--- src/logic/cdp_defs.vh ---
`ifndef CDP_DEFS_VH
`define CDP_DEFS_VH

// ----------------------------------------------------------------------------
// Configuration schemes
// ----------------------------------------------------------------------------
`define CDP_PASSIVE_SERIAL_SCHEME    2'h0
`define CDP_PASSIVE_PARALLEL_SCHEME  2'h1
`define CDP_ACTIVE_SERIAL_SCHEME     2'h2
`define CDP_ACTIVE_PARALLEL_SCHEME   2'h3

// ----------------------------------------------------------------------------
// Controller states
// ----------------------------------------------------------------------------
`define CDP_ST_CAPTURE  2'h0
`define CDP_ST_LOAD     2'h1
`define CDP_ST_USER     2'h2
`define CDP_SETTLE_COUNT 2'h2

// ----------------------------------------------------------------------------
// Pin levels, widths and serial memory command
// ----------------------------------------------------------------------------
`define CDP_CLOCK_INACTIVE   1'b0
`define CDP_BUS_WIDTH        16
`define CDP_CMD_BITS         6'h20
`define CDP_CMD_MSB          31
`define CDP_READ_OPCODE      8'h03
`define CDP_READ_ADDRESS     24'h000000
`define CDP_SERIAL_BIT       0
`define CDP_COMMAND_BIT      1
`define CDP_LAST_BIT_INDEX   3'h7
`define CDP_BYTE_MSB         7
`define CDP_BYTE_PAD         8'h00
`define CDP_ALL_TRISTATE     16'h0000
`define CDP_ACTIVE_SERIAL_USER_MASK  16'hFFFE
`define CDP_FULL_USER_MASK   16'hFFFF

`endif

--- src/logic/cdp_clk_div.v ---
`timescale 1ns/1ps

// ----------------------------------------------------------------------------
// Divider that makes the configuration clock in the active schemes.
// ----------------------------------------------------------------------------
module cdp_clk_div #(
	parameter HALF_PERIOD = 4
) (
	input  wire ref_clk,
	input  wire nrst,
	input  wire run,
	output reg  level,
	output reg  rise,
	output reg  fall
);

	reg [7:0] count;
	wire      wrap;

	assign wrap = (count == HALF_PERIOD[7:0] - 8'h01);

	always @(posedge ref_clk or negedge nrst) begin
		if (!nrst) begin
			count <= 8'h00;
			level <= 1'b0;
			rise  <= 1'b0;
			fall  <= 1'b0;
		end else if (!run) begin
			count <= 8'h00;
			level <= 1'b0;
			rise  <= 1'b0;
			fall  <= 1'b0;
		end else begin
			count <= wrap ? 8'h00 : count + 8'h01;
			rise  <= wrap & ~level;
			fall  <= wrap & level;
			if (wrap) begin
				level <= ~level;
			end
		end
	end

endmodule // cdp_clk_div

--- src/logic/cdp_config_port.v ---
// Overview of operation
// - Passive schemes: host drives config clock; data sampled on each rising edge.
// - Active serial: device generates and drives out the config clock.
// - Active parallel: device generates and drives out the config clock.
// - Active schemes: clock pin goes inactive after completion, or is released.
// - After completion, toggling of the config clock pin is ignored.
// - Serial schemes move one bit per clock on data bit zero.
// - Active serial: data bit one carries the read command to memory.
// - After active serial: data bit zero stays a dedicated input.
// - After active serial: data bit one stays a dedicated output.
// - After passive schemes: data bit zero becomes a user pin.
// - Passive serial: data bit one tri-stated during configuration.
// - Active parallel moves a byte on bits 7:0 or word on 15:0.
// - Serial schemes: data bits 7:2 tri-stated during configuration.
// - After passive parallel: data bits 7:2 become user pins.
// - Non active parallel schemes: bits 15:8 tri-stated during configuration.
// - After active parallel: whole data bus is user-controlled bidirectional.
// - Active parallel: flash select driven active while data is fetched.
// - Completion flag held low until all data received, then released.
`timescale 1ns/1ps
`include "cdp_defs.vh"

module cdp_config_port #(
	parameter CLOCK_HALF_PERIOD = 4
) (
	input  wire        ref_clk,
	input  wire        nrst,
	input  wire [1:0]  scheme_strap,
	input  wire        word_mode_strap,
	input  wire        config_clock_in,
	output reg         config_clock_out,
	output reg         config_clock_oe,
	input  wire [15:0] data_pin_in,
	output reg  [15:0] data_pin_out,
	output reg  [15:0] data_pin_oe,
	output reg         flash_select_n,
	output reg         config_complete_flag_out,
	output reg         config_complete_flag_oe,
	input  wire        load_done,
	input  wire        clock_release_en,
	input  wire        user_clock_out,
	input  wire [15:0] user_data_out,
	input  wire [15:0] user_data_oe,
	output reg  [15:0] user_data_in,
	output reg         user_mode,
	output reg  [15:0] cfg_data,
	output reg         cfg_data_valid,
	output reg         cfg_data_wide
);

	// ------------------------------------------------------------------------
	// Controller states.
	// ------------------------------------------------------------------------
	localparam [1:0] ST_CAPTURE = `CDP_ST_CAPTURE;
	localparam [1:0] ST_LOAD    = `CDP_ST_LOAD;
	localparam [1:0] ST_USER    = `CDP_ST_USER;

	// ------------------------------------------------------------------------
	// Pin synchronisers.
	// ------------------------------------------------------------------------
	wire        clock_sync;
	wire [15:0] data_sync;
	wire [2:0]  strap_sync;

	cdp_sync2 #(.WIDTH(1)) u_sync_clock (
		.ref_clk  (ref_clk),
		.nrst     (nrst),
		.async_in (config_clock_in),
		.sync_out (clock_sync)
	);

	cdp_sync2 #(.WIDTH(`CDP_BUS_WIDTH)) u_sync_data (
		.ref_clk  (ref_clk),
		.nrst     (nrst),
		.async_in (data_pin_in),
		.sync_out (data_sync)
	);

	cdp_sync2 #(.WIDTH(3)) u_sync_strap (
		.ref_clk  (ref_clk),
		.nrst     (nrst),
		.async_in ({word_mode_strap, scheme_strap}),
		.sync_out (strap_sync)
	);

	// ------------------------------------------------------------------------
	// State and held scheme.
	// ------------------------------------------------------------------------
	reg  [1:0]  state;
	reg  [1:0]  scheme;
	reg         word_mode;
	reg         clock_prev;
	reg  [31:0] cmd_shift;
	reg  [5:0]  cmd_count;
	reg         read_phase;
	reg  [7:0]  bit_shift;
	reg  [2:0]  bit_count;
	reg  [1:0]  settle_count;

	wire        loading;
	wire        active_scheme;
	wire        serial_scheme;
	wire        host_rise;
	wire        gen_level;
	wire        gen_rise;
	wire        gen_fall;
	wire        sample;
	wire        cmd_left;
	wire [15:0] user_mask;

	assign loading       = (state == ST_LOAD);
	assign active_scheme = (scheme == `CDP_ACTIVE_SERIAL_SCHEME) | (scheme == `CDP_ACTIVE_PARALLEL_SCHEME);
	assign serial_scheme = (scheme == `CDP_ACTIVE_SERIAL_SCHEME) | (scheme == `CDP_PASSIVE_SERIAL_SCHEME);
	assign cmd_left      = (cmd_count != `CDP_CMD_BITS);

	// ------------------------------------------------------------------------
	// Clock edges.
	// ------------------------------------------------------------------------
	// Host clock edge.
	assign host_rise = loading & ~active_scheme & clock_sync & ~clock_prev;

	cdp_clk_div #(.HALF_PERIOD(CLOCK_HALF_PERIOD)) u_clk_div (
		.ref_clk (ref_clk),
		.nrst    (nrst),
		.run     (loading & active_scheme),
		.level   (gen_level),
		.rise    (gen_rise),
		.fall    (gen_fall)
	);

	assign sample = host_rise |
		(gen_rise & (scheme == `CDP_ACTIVE_PARALLEL_SCHEME)) |
		(gen_rise & (scheme == `CDP_ACTIVE_SERIAL_SCHEME) & read_phase);

	// ------------------------------------------------------------------------
	// Control state machine.
	// ------------------------------------------------------------------------
	always @(posedge ref_clk or negedge nrst) begin
		if (!nrst) begin
			state        <= ST_CAPTURE;
			scheme       <= `CDP_PASSIVE_SERIAL_SCHEME;
			word_mode    <= 1'b0;
			clock_prev   <= 1'b0;
			settle_count <= 2'h0;
			user_mode    <= 1'b0;
		end else begin
			clock_prev <= clock_sync;
			case (state)
				ST_CAPTURE: begin
					if (settle_count == `CDP_SETTLE_COUNT) begin
						scheme    <= strap_sync[1:0];
						word_mode <= strap_sync[2];
						state     <= ST_LOAD;
					end else begin
						settle_count <= settle_count + 2'h1;
					end
				end
				ST_LOAD: begin
					if (load_done) begin
						state     <= ST_USER;
						user_mode <= 1'b1;
					end
				end
				ST_USER: begin
					state <= ST_USER;
				end
				default: begin
					state <= ST_CAPTURE;
				end
			endcase
		end
	end

	// ------------------------------------------------------------------------
	// Serial memory read command.
	// ------------------------------------------------------------------------
	always @(posedge ref_clk or negedge nrst) begin
		if (!nrst) begin
			cmd_shift  <= {`CDP_READ_OPCODE, `CDP_READ_ADDRESS};
			cmd_count  <= 6'h00;
			read_phase <= 1'b0;
		end else if (loading & (scheme == `CDP_ACTIVE_SERIAL_SCHEME) & gen_fall) begin
			if (cmd_left) begin
				cmd_shift <= {cmd_shift[`CDP_CMD_MSB-1:0], 1'b0};
				cmd_count <= cmd_count + 6'h01;
			end else begin
				read_phase <= 1'b1;
			end
		end
	end

	// ------------------------------------------------------------------------
	// Data capture.
	// ------------------------------------------------------------------------
	always @(posedge ref_clk or negedge nrst) begin
		if (!nrst) begin
			bit_shift      <= 8'h00;
			bit_count      <= 3'h0;
			cfg_data       <= 16'h0000;
			cfg_data_valid <= 1'b0;
			cfg_data_wide  <= 1'b0;
		end else begin
			cfg_data_valid <= 1'b0;
			if (sample) begin
				if (serial_scheme) begin
					bit_shift <= {data_sync[`CDP_SERIAL_BIT], bit_shift[`CDP_BYTE_MSB:1]};
					bit_count <= bit_count + 3'h1;
					if (bit_count == `CDP_LAST_BIT_INDEX) begin
						cfg_data       <= {`CDP_BYTE_PAD, data_sync[`CDP_SERIAL_BIT],
							bit_shift[`CDP_BYTE_MSB:1]};
						cfg_data_valid <= 1'b1;
						cfg_data_wide  <= 1'b0;
					end
				end else if ((scheme == `CDP_ACTIVE_PARALLEL_SCHEME) & word_mode) begin
					cfg_data       <= data_sync;
					cfg_data_valid <= 1'b1;
					cfg_data_wide  <= 1'b1;
				end else begin
					cfg_data       <= {`CDP_BYTE_PAD, data_sync[`CDP_BYTE_MSB:0]};
					cfg_data_valid <= 1'b1;
					cfg_data_wide  <= 1'b0;
				end
			end
		end
	end

	// ------------------------------------------------------------------------
	// Configuration clock pin.
	// ------------------------------------------------------------------------
	always @(posedge ref_clk or negedge nrst) begin
		if (!nrst) begin
			config_clock_out <= `CDP_CLOCK_INACTIVE;
			config_clock_oe  <= 1'b0;
		end else begin
			case (state)
				ST_LOAD: begin
					config_clock_out <= active_scheme ? gen_level : `CDP_CLOCK_INACTIVE;
					config_clock_oe  <= active_scheme;
				end
				ST_USER: begin
					if (active_scheme & clock_release_en) begin
						config_clock_out <= user_clock_out;
						config_clock_oe  <= 1'b1;
					end else begin
						config_clock_out <= `CDP_CLOCK_INACTIVE;
						config_clock_oe  <= active_scheme;
					end
				end
				default: begin
					config_clock_out <= `CDP_CLOCK_INACTIVE;
					config_clock_oe  <= 1'b0;
				end
			endcase
		end
	end

	// ------------------------------------------------------------------------
	// Flash select and completion flag.
	// ------------------------------------------------------------------------
	always @(posedge ref_clk or negedge nrst) begin
		if (!nrst) begin
			flash_select_n           <= 1'b1;
			config_complete_flag_out <= 1'b0;
			config_complete_flag_oe  <= 1'b1;
		end else begin
			config_complete_flag_out <= 1'b0;
			config_complete_flag_oe  <= (state != ST_USER);
			flash_select_n           <= ~(loading & active_scheme);
		end
	end

	// ------------------------------------------------------------------------
	// User side of the data bus.
	// ------------------------------------------------------------------------
	always @(posedge ref_clk or negedge nrst) begin
		if (!nrst) begin
			user_data_in <= 16'h0000;
		end else begin
			user_data_in <= user_mode ? data_sync : 16'h0000;
		end
	end

	// ------------------------------------------------------------------------
	// Data bus pins.
	// ------------------------------------------------------------------------
	// Bit zero stays input in active serial only.
	assign user_mask = (scheme == `CDP_ACTIVE_SERIAL_SCHEME) ?
		`CDP_ACTIVE_SERIAL_USER_MASK : `CDP_FULL_USER_MASK;

	always @(posedge ref_clk or negedge nrst) begin
		if (!nrst) begin
			data_pin_out <= 16'h0000;
			data_pin_oe  <= `CDP_ALL_TRISTATE;
		end else begin
			case (state)
				ST_LOAD: begin
					data_pin_oe  <= `CDP_ALL_TRISTATE;
					data_pin_out <= 16'h0000;
					if (scheme == `CDP_ACTIVE_SERIAL_SCHEME) begin
						data_pin_oe[`CDP_COMMAND_BIT]  <= 1'b1;
						data_pin_out[`CDP_COMMAND_BIT] <= cmd_left ? cmd_shift[`CDP_CMD_MSB] : 1'b0;
					end
				end
				ST_USER: begin
					data_pin_out <= user_data_out;
					data_pin_oe  <= user_data_oe & user_mask;
					if (scheme == `CDP_ACTIVE_SERIAL_SCHEME) begin
						data_pin_oe[`CDP_COMMAND_BIT] <= 1'b1;
					end
				end
				default: begin
					data_pin_oe  <= `CDP_ALL_TRISTATE;
					data_pin_out <= 16'h0000;
				end
			endcase
		end
	end

endmodule // cdp_config_port

--- src/logic/cdp_sync2.v ---
`timescale 1ns/1ps

// ----------------------------------------------------------------------------
// Two flip-flop synchroniser for pin inputs.
// ----------------------------------------------------------------------------
module cdp_sync2 #(
	parameter WIDTH = 1
) (
	input  wire             ref_clk,
	input  wire             nrst,
	input  wire [WIDTH-1:0] async_in,
	output reg  [WIDTH-1:0] sync_out
);

	reg [WIDTH-1:0] stage1;

	always @(posedge ref_clk or negedge nrst) begin
		if (!nrst) begin
			stage1   <= {WIDTH{1'b0}};
			sync_out <= {WIDTH{1'b0}};
		end else begin
			stage1   <= async_in;
			sync_out <= stage1;
		end
	end

endmodule // cdp_sync2

--- config.mk ---
export PLATFORM = sky130hd
export DESIGN_NAME = cdp_config_port
export DESIGN_NICKNAME = d
export VERILOG_FILES = /design/src/logic/cdp_clk_div.v /design/src/logic/cdp_config_port.v /design/src/logic/cdp_sync2.v
export VERILOG_INCLUDE_DIRS = /design/src /design/src/logic
export SDC_FILE = /design/constraint.sdc
export NUM_CORES = 1
export LEC_CHECK = 0
export CORE_MARGIN = 3
export CORE_UTILIZATION = 41
export CTS_CLUSTER_DIAMETER = 100
export CTS_CLUSTER_SIZE = 20
export DETAILED_ROUTE_END_ITERATION = 8
export DONT_BUFFER_PORTS = 1
export PLACE_DENSITY_LB_ADDON = 0.1
export SETUP_SLACK_MARGIN = 0.2
export SYNTH_ARGS = -nofsm -noshare
export SYNTH_HDL_FRONTEND = slang
export SYNTH_SLANG_ARGS = --single-unit
export TNS_END_PERCENT = 20
--- constraint.sdc ---
create_clock -name ref_clk -period 3.3 [get_ports ref_clk]
set_clock_uncertainty 0.1 [all_clocks]
set_input_delay 0.495 -clock ref_clk [delete_from_list [all_inputs] [get_ports ref_clk]]
set_output_delay 0.495 -clock ref_clk [all_outputs]
set_load 0.01 [all_outputs]
==> results of run 1 <==
==> worst max-delay path, cell delays in order, from the launching register on <==
cell	delay [ns]
dfrtp_1	0.63
o211ai_4	0.36
a21o_1	0.48
inv_8	0.10
mux2_4	0.32
==> cell type report <==
class	count	area [µm²]	share of cell area [%]
Clock inverter	8	96.3	1.51
Inverter	12	52.6	0.825
Tap cell	172	215	3.38
Clock buffer	23	448	7.03
Timing Repair Buffer	21	208	3.26
Sequential cell	155	3880	61.0
Multi-Input combinational cell	184	1470	23.0
==> logic make-up (layout without fill, tap and decap cells) <==
| group | Yosys count | count (layout) | synth area share [%] |
|---|---|---|---|
| flip-flops | 155 | 155 | 71.1 |
| adder cells (fa/ha/maj) | 9 | 9 | 2.06 |
| XOR/XNOR | 9 | 9 | 1.44 |
| multiplexers | 37 | 37 | 8.16 |
| other | 1 | 1 | 0.0687 |
| buffers and inverters | 22 | 64 | 2.04 |
| AO/OA/AOI/OAI | 35 | 35 | 5.04 |
| AND/OR/NAND/NOR | 93 | 93 | 10.1 |
==> layer usage <==
| layer | vias to the layer above | part of all wire, % | track usage [%] |
|---|---|---|---|
| li1 | 1276 | - | - |
| met1 | 1378 | 43 | 17.5 |
| met2 | 89 | 47 | 20.3 |
| met3 | 10 | 8.4 | 6.71 |
| met4 | 0 | 1.6 | 6.09 |
| met5 | - | 0 | 0 |
==> registers in the layout, indices dropped and copies added, names as in the netlist, 3 cells and up <==
name                   count
cfg_data                  16
data_pin_oe               16
data_pin_out              16
u_sync_data.stage1        16
u_sync_data.sync_out      16
user_data_in              16
cmd_shift                  8
u_clk_div.count            8
bit_shift                  7
cmd_count                  6
bit_count                  3
u_sync_strap.stage1        3
u_sync_strap.sync_out      3
==> Yosys cell counts, types with 2 or more instances <==
library cell,instances,area (µm²)
a21boi_0,2,15.0
nand2_1,11,41.3
mux2_2,28,315
and4b_1,2,20.0
nand4_1,3,18.8
nor2_1,11,41.3
nand2b_1,2,12.5
or3_1,3,18.8
nand3_1,7,35.0
inv_1,11,41.3
ha_1,9,113
xor2_1,3,26.3
a22o_1,8,70.1
xnor2_1,6,52.6
dfrtp_1,151,3780
o21ai_0,6,30.0
nor3_1,3,15.0
buf_4,3,22.5
a21oi_1,7,35.0
a21o_1,6,45.0
clkbuf_1,3,11.3
and2_1,46,288
mux2_4,8,120
dfstp_2,4,105
==> power by group <==
group          switching [mW]  internal [mW]  total, mW
combinational         0.00931         0.0276     0.0369
sequential             0.0293           1.95       1.98
clock                   0.689           1.10       1.79
total                   0.728           3.08       3.81
==> metrics by stage <==
| stage | worst slack (ns) | utilization, % |
|---|---|---|
| 6_report | 1.19 | 49.7 |
| 5_1_grt | 1.04 | 49.7 |
| 4_1_cts | 1.14 | 49.7 |
| 3_5_place_dp | 1.19 | 43.9 |
| 3_3_place_gp | 1.24 | 43.9 |
| 2_1_floorplan | 1.48 | - |
==> worst max-delay path by stage <==
stage	from	cells after the start	end
2_1_floorplan	state[1]	8	cfg_data[0]
3_3_place_gp	scheme[0]	4	cfg_data[4]
3_5_place_dp	scheme[0]	4	cfg_data[5]
4_1_cts	scheme[0]	4	cfg_data[3]
5_1_grt	scheme[0]	4	cfg_data[2]
6_report	scheme[0]	4	cfg_data[5]
==> out/qor.yml, run 1 <==
wl_per_cell_um: 15.9
fin_cells: 575
timing.rr.end: "cfg_data[5]"
final_common_cell: "dfrtp_1"
power_mw: 3.81
syn_inst: 361
syn_to_final_growth_pct: 16.6
ys_seq_area_share_pct: 71.1
critPathCaptureType: "flop"
layout_common_cells: "dfrtp_1, and2_1, mux2_2"
min_period_ns: 2.11
r2r_start: "scheme[0]"
syn_area_um2: 5460
synth-edff-count: 0
ir_drop_mv: 0.339
ys_seq_elements: 155
die_y_um: 121
violations: "negative hold slack"
io-pin-count: 129
cp-start-kind: "flop"
rr_worst_depth: 4
cts_tree: "done"
drive_above_1_share_pct: 18.1
nFillCells: 1120
grt_pass1_vias: 2959
synthArstFlopShare_pct: 100
setup-tns-final_ns: 0
drv_cap: 0
cp_max_fo: 16
r2r_slack_ns: 1.19
grt_antenna_before_repair: 0
drc: 0
fin_crit_sh_pct: 64.0
hold_viol: 155
worstMarginPinSlew_ns: 0.888
die_area_um2: 14700
synth_cell_types: 42
start_util_pct: 42.6
clock_sinks: 155
fmax_ghz: 0.473
place_inst: 524
grt_start_max_net_pins: 156
rsz0062_at_grt: "no"
synth_flop_cell: "dfrtp_1"
grt_usage_pct: 13.9
drv_slew: 0
avgSynthCellArea_um2: 15.1
final_cell_area_um2: 6370
cellLeakagePower_nw: 2.97
hp-class: "in2async"
antenna_cells: 0
setup_violations: 0
grt_pass1_wl_um: 15500
core_um2: 12800
vias: 2753
powerDensity_nw_per_um2: 598
postPlaceCellArea_um2: 5630
htreeDepth: 4
dpl.hpwl_um: 5850
drt-total-wl_um: 9140
syn-num-nets: 427
via_per_inst: 4.79
final_net_count: 457
ctsLongestPathBuffers: 2
die_x_um: 121
post_cts.repair.setup_buffers: 0
clock_latency_ns: 0.41
rows: 41
ant_nets: 0
drt_iter0_markers: 154
path_class: "reg2reg"
portBuffers: 0
clock-root-buffer: "clkbuf_16"
cts_buffers: 17
synth_warnings: 0
cp.arrival_ns: 2.30
routabilityCongestion: 0.711
slew_headroom_pct: 40.8
ctsResizeCount: 0
gr-total-overflow: 0
drt_pass1_iterations: 4
whs_ns: -0.321
required_ns: 3.49
holdBufCountCts: 20
cts.clk_slew.worst_paths_ns: 0.06
status: "complete, but fails checks"
Power figures use the tool's default switching activity.
==> run 2: changes to the inputs <==
==> constraint.sdc (replaced) <==
create_clock -name ref_clk -period 1.8 [get_ports ref_clk]
set_clock_uncertainty 0.1 [all_clocks]
set_input_delay 0.27 -clock ref_clk [delete_from_list [all_inputs] [get_ports ref_clk]]
set_output_delay 0.27 -clock ref_clk [all_outputs]
set_load 0.01 [all_outputs]
==> out/qor.yml, run 2 (synthesized netlist as in run 1, its figures left out) <==
violations: "negative hold slack"
worstMarginPinSlew_ns: 0.636
grt_start_max_net_pins: 156
cts.clk_slew.worst_paths_ns: 0.06
holdBufCountCts: 54
drt_iter0_markers: 154
slowest_stage: "dfrtp_1"
grt_pass1_wl_um: 16100
setup_violations: 0
start_util_pct: 42.6
die_area_um2: 14700
clock-root-buffer: "clkbuf_16"
cp_max_fo: 9
required_ns: 2.00
clock_sinks: 155
layout_common_cells: "dfrtp_1, dlygate4sd3_1, and2_1"
fmax_ghz: 0.601
cp-start-kind: "flop"
clock_latency_ns: 0.41
cts_buffers: 17
io-pin-count: 129
drive_above_1_share_pct: 23.8
final_common_cell: "dfrtp_1"
drc: 0
htreeDepth: 4
fin_ws_ns: 0.136
clkPwrFrac_pct: 47.7
grt_usage_pct: 14.4
powerDensity_nw_per_um2: 1020
routabilityCongestion: 0.707
place_inst: 534
status: "complete, but fails checks"
grt_antenna_before_repair: 0
whs_ns: -0.553
antenna_cells: 0
critPathCaptureType: "flop"
cts_tree: "done"
rsz0062_at_grt: "yes"
drv_cap: 0
rr_worst_depth: 6
crit_path_max_incr_delay_ns: 0.40
hp-class: "in2async"
ir_drop_mv: 0.732
seq_power_share_pct: 50.5
ant_nets: 0
detailedPlace.worstSlack_ns: 0.0117
cp.buffers_inverters: 2
final_cell_area_um2: 7000
ctsLongestPathBuffers: 2
p_sw_mw: 1.37
cp.arrival_ns: 1.86
via_per_inst: 4.76
wl_per_cell_um: 15.7
core_um2: 12800
cp_cell_sequence: "inv_2 -> ha_4 -> nand4bb_4 -> a21o_4 -> clkinv_8 -> mux2_4"
rows: 41
hold_viol: 155
die_x_um: 121
cpLargestDelayFamily: "flip-flops"
drv_slew: 0
power_mw: 7.17
dpl.hpwl_um: 6120
min_period_ns: 1.66
setup-tns-final_ns: 0
slew_headroom_pct: 57.6
path_depth: 6
path_class: "reg2reg"
syn_to_final_growth_pct: 28.2
internal_power_mw: 5.80
grt_pass1_vias: 3159
cellLeakagePower_nw: 3.23
vias: 2996
drt-total-wl_um: 9870
fin_crit_sh_pct: 92.4
swShare_pct: 19.1
die_y_um: 121
fin_cells: 630
postPlaceCellArea_um2: 5730
pwr-share-comb_pct: 1.8
drt_pass1_iterations: 3
gr-total-overflow: 0
final_net_count: 512
portBuffers: 0
-- run 2: area by class of cell --
type	instances	area, µm²
Sequential cell	155	3880
Clock buffer	23	478
Timing Repair Buffer	75	727
Inverter	12	57.6
Fill cell	1076	5820
Multi-Input combinational cell	185	1540
Tap cell	172	215
Clock inverter	8	95.1
-- run 2: worst paths after layout --
| check | startpoint | end | slack [ns] |
|---|---|---|---|
| worst max-delay path | state[1] | cfg_data[7] | 0.14 |
| worst min-delay path | nrst | user_data_in[9] | -0.55 |
| worst max register to register | state[1] | cfg_data[7] | 0.14 |
| worst min register to register | u_sync_data.stage1[15] | u_sync_data.sync_out[15] | 0.24 |
| max in group asynchronous | nrst | cmd_shift[24] | 1.88 |
| min in group ref_clk | user_data_oe[1] | data_pin_oe[1] | 0.01 |
-- run 2: repair_timing --
item	CTS	global route
gates resized for setup	2	11
endpoints found under the hold margin	208	155
buffers inserted	4	6
pin swaps	4	3
setup endpoints to repair	43	52
cloned	1	0
-- run 2: power groups by stage --
stage,clock network [mW],logic (mW),registers (mW)
3_3_place_gp,0,0.0315,3.69
5_1_grt,3.65,0.138,3.63
2_1_floorplan,0,0.0310,3.67
3_5_place_dp,0,0.0336,3.69
6_report,3.42,0.127,3.62
4_1_cts,3.51,0.127,3.63
-- run 2: per-layer routing --
metal / up-vias / GRT usage (%) / part of all wire (%)
met5: - / 0 / 0
met1: 1504 / 16.9 / 40
li1: 1380 / - / -
met2: 90 / 22.6 / 49
met3: 22 / 6.53 / 7.6
met4: 0 / 7.00 / 2.5
-- run 2: through the flow --
stage,hold WS (ns),util [%]
6_report,-0.553,54.6
5_1_grt,-0.585,54.6
4_1_cts,-0.571,53.9
3_5_place_dp,-0.122,44.6
3_3_place_gp,-0.122,44.6
2_1_floorplan,-0.126,-
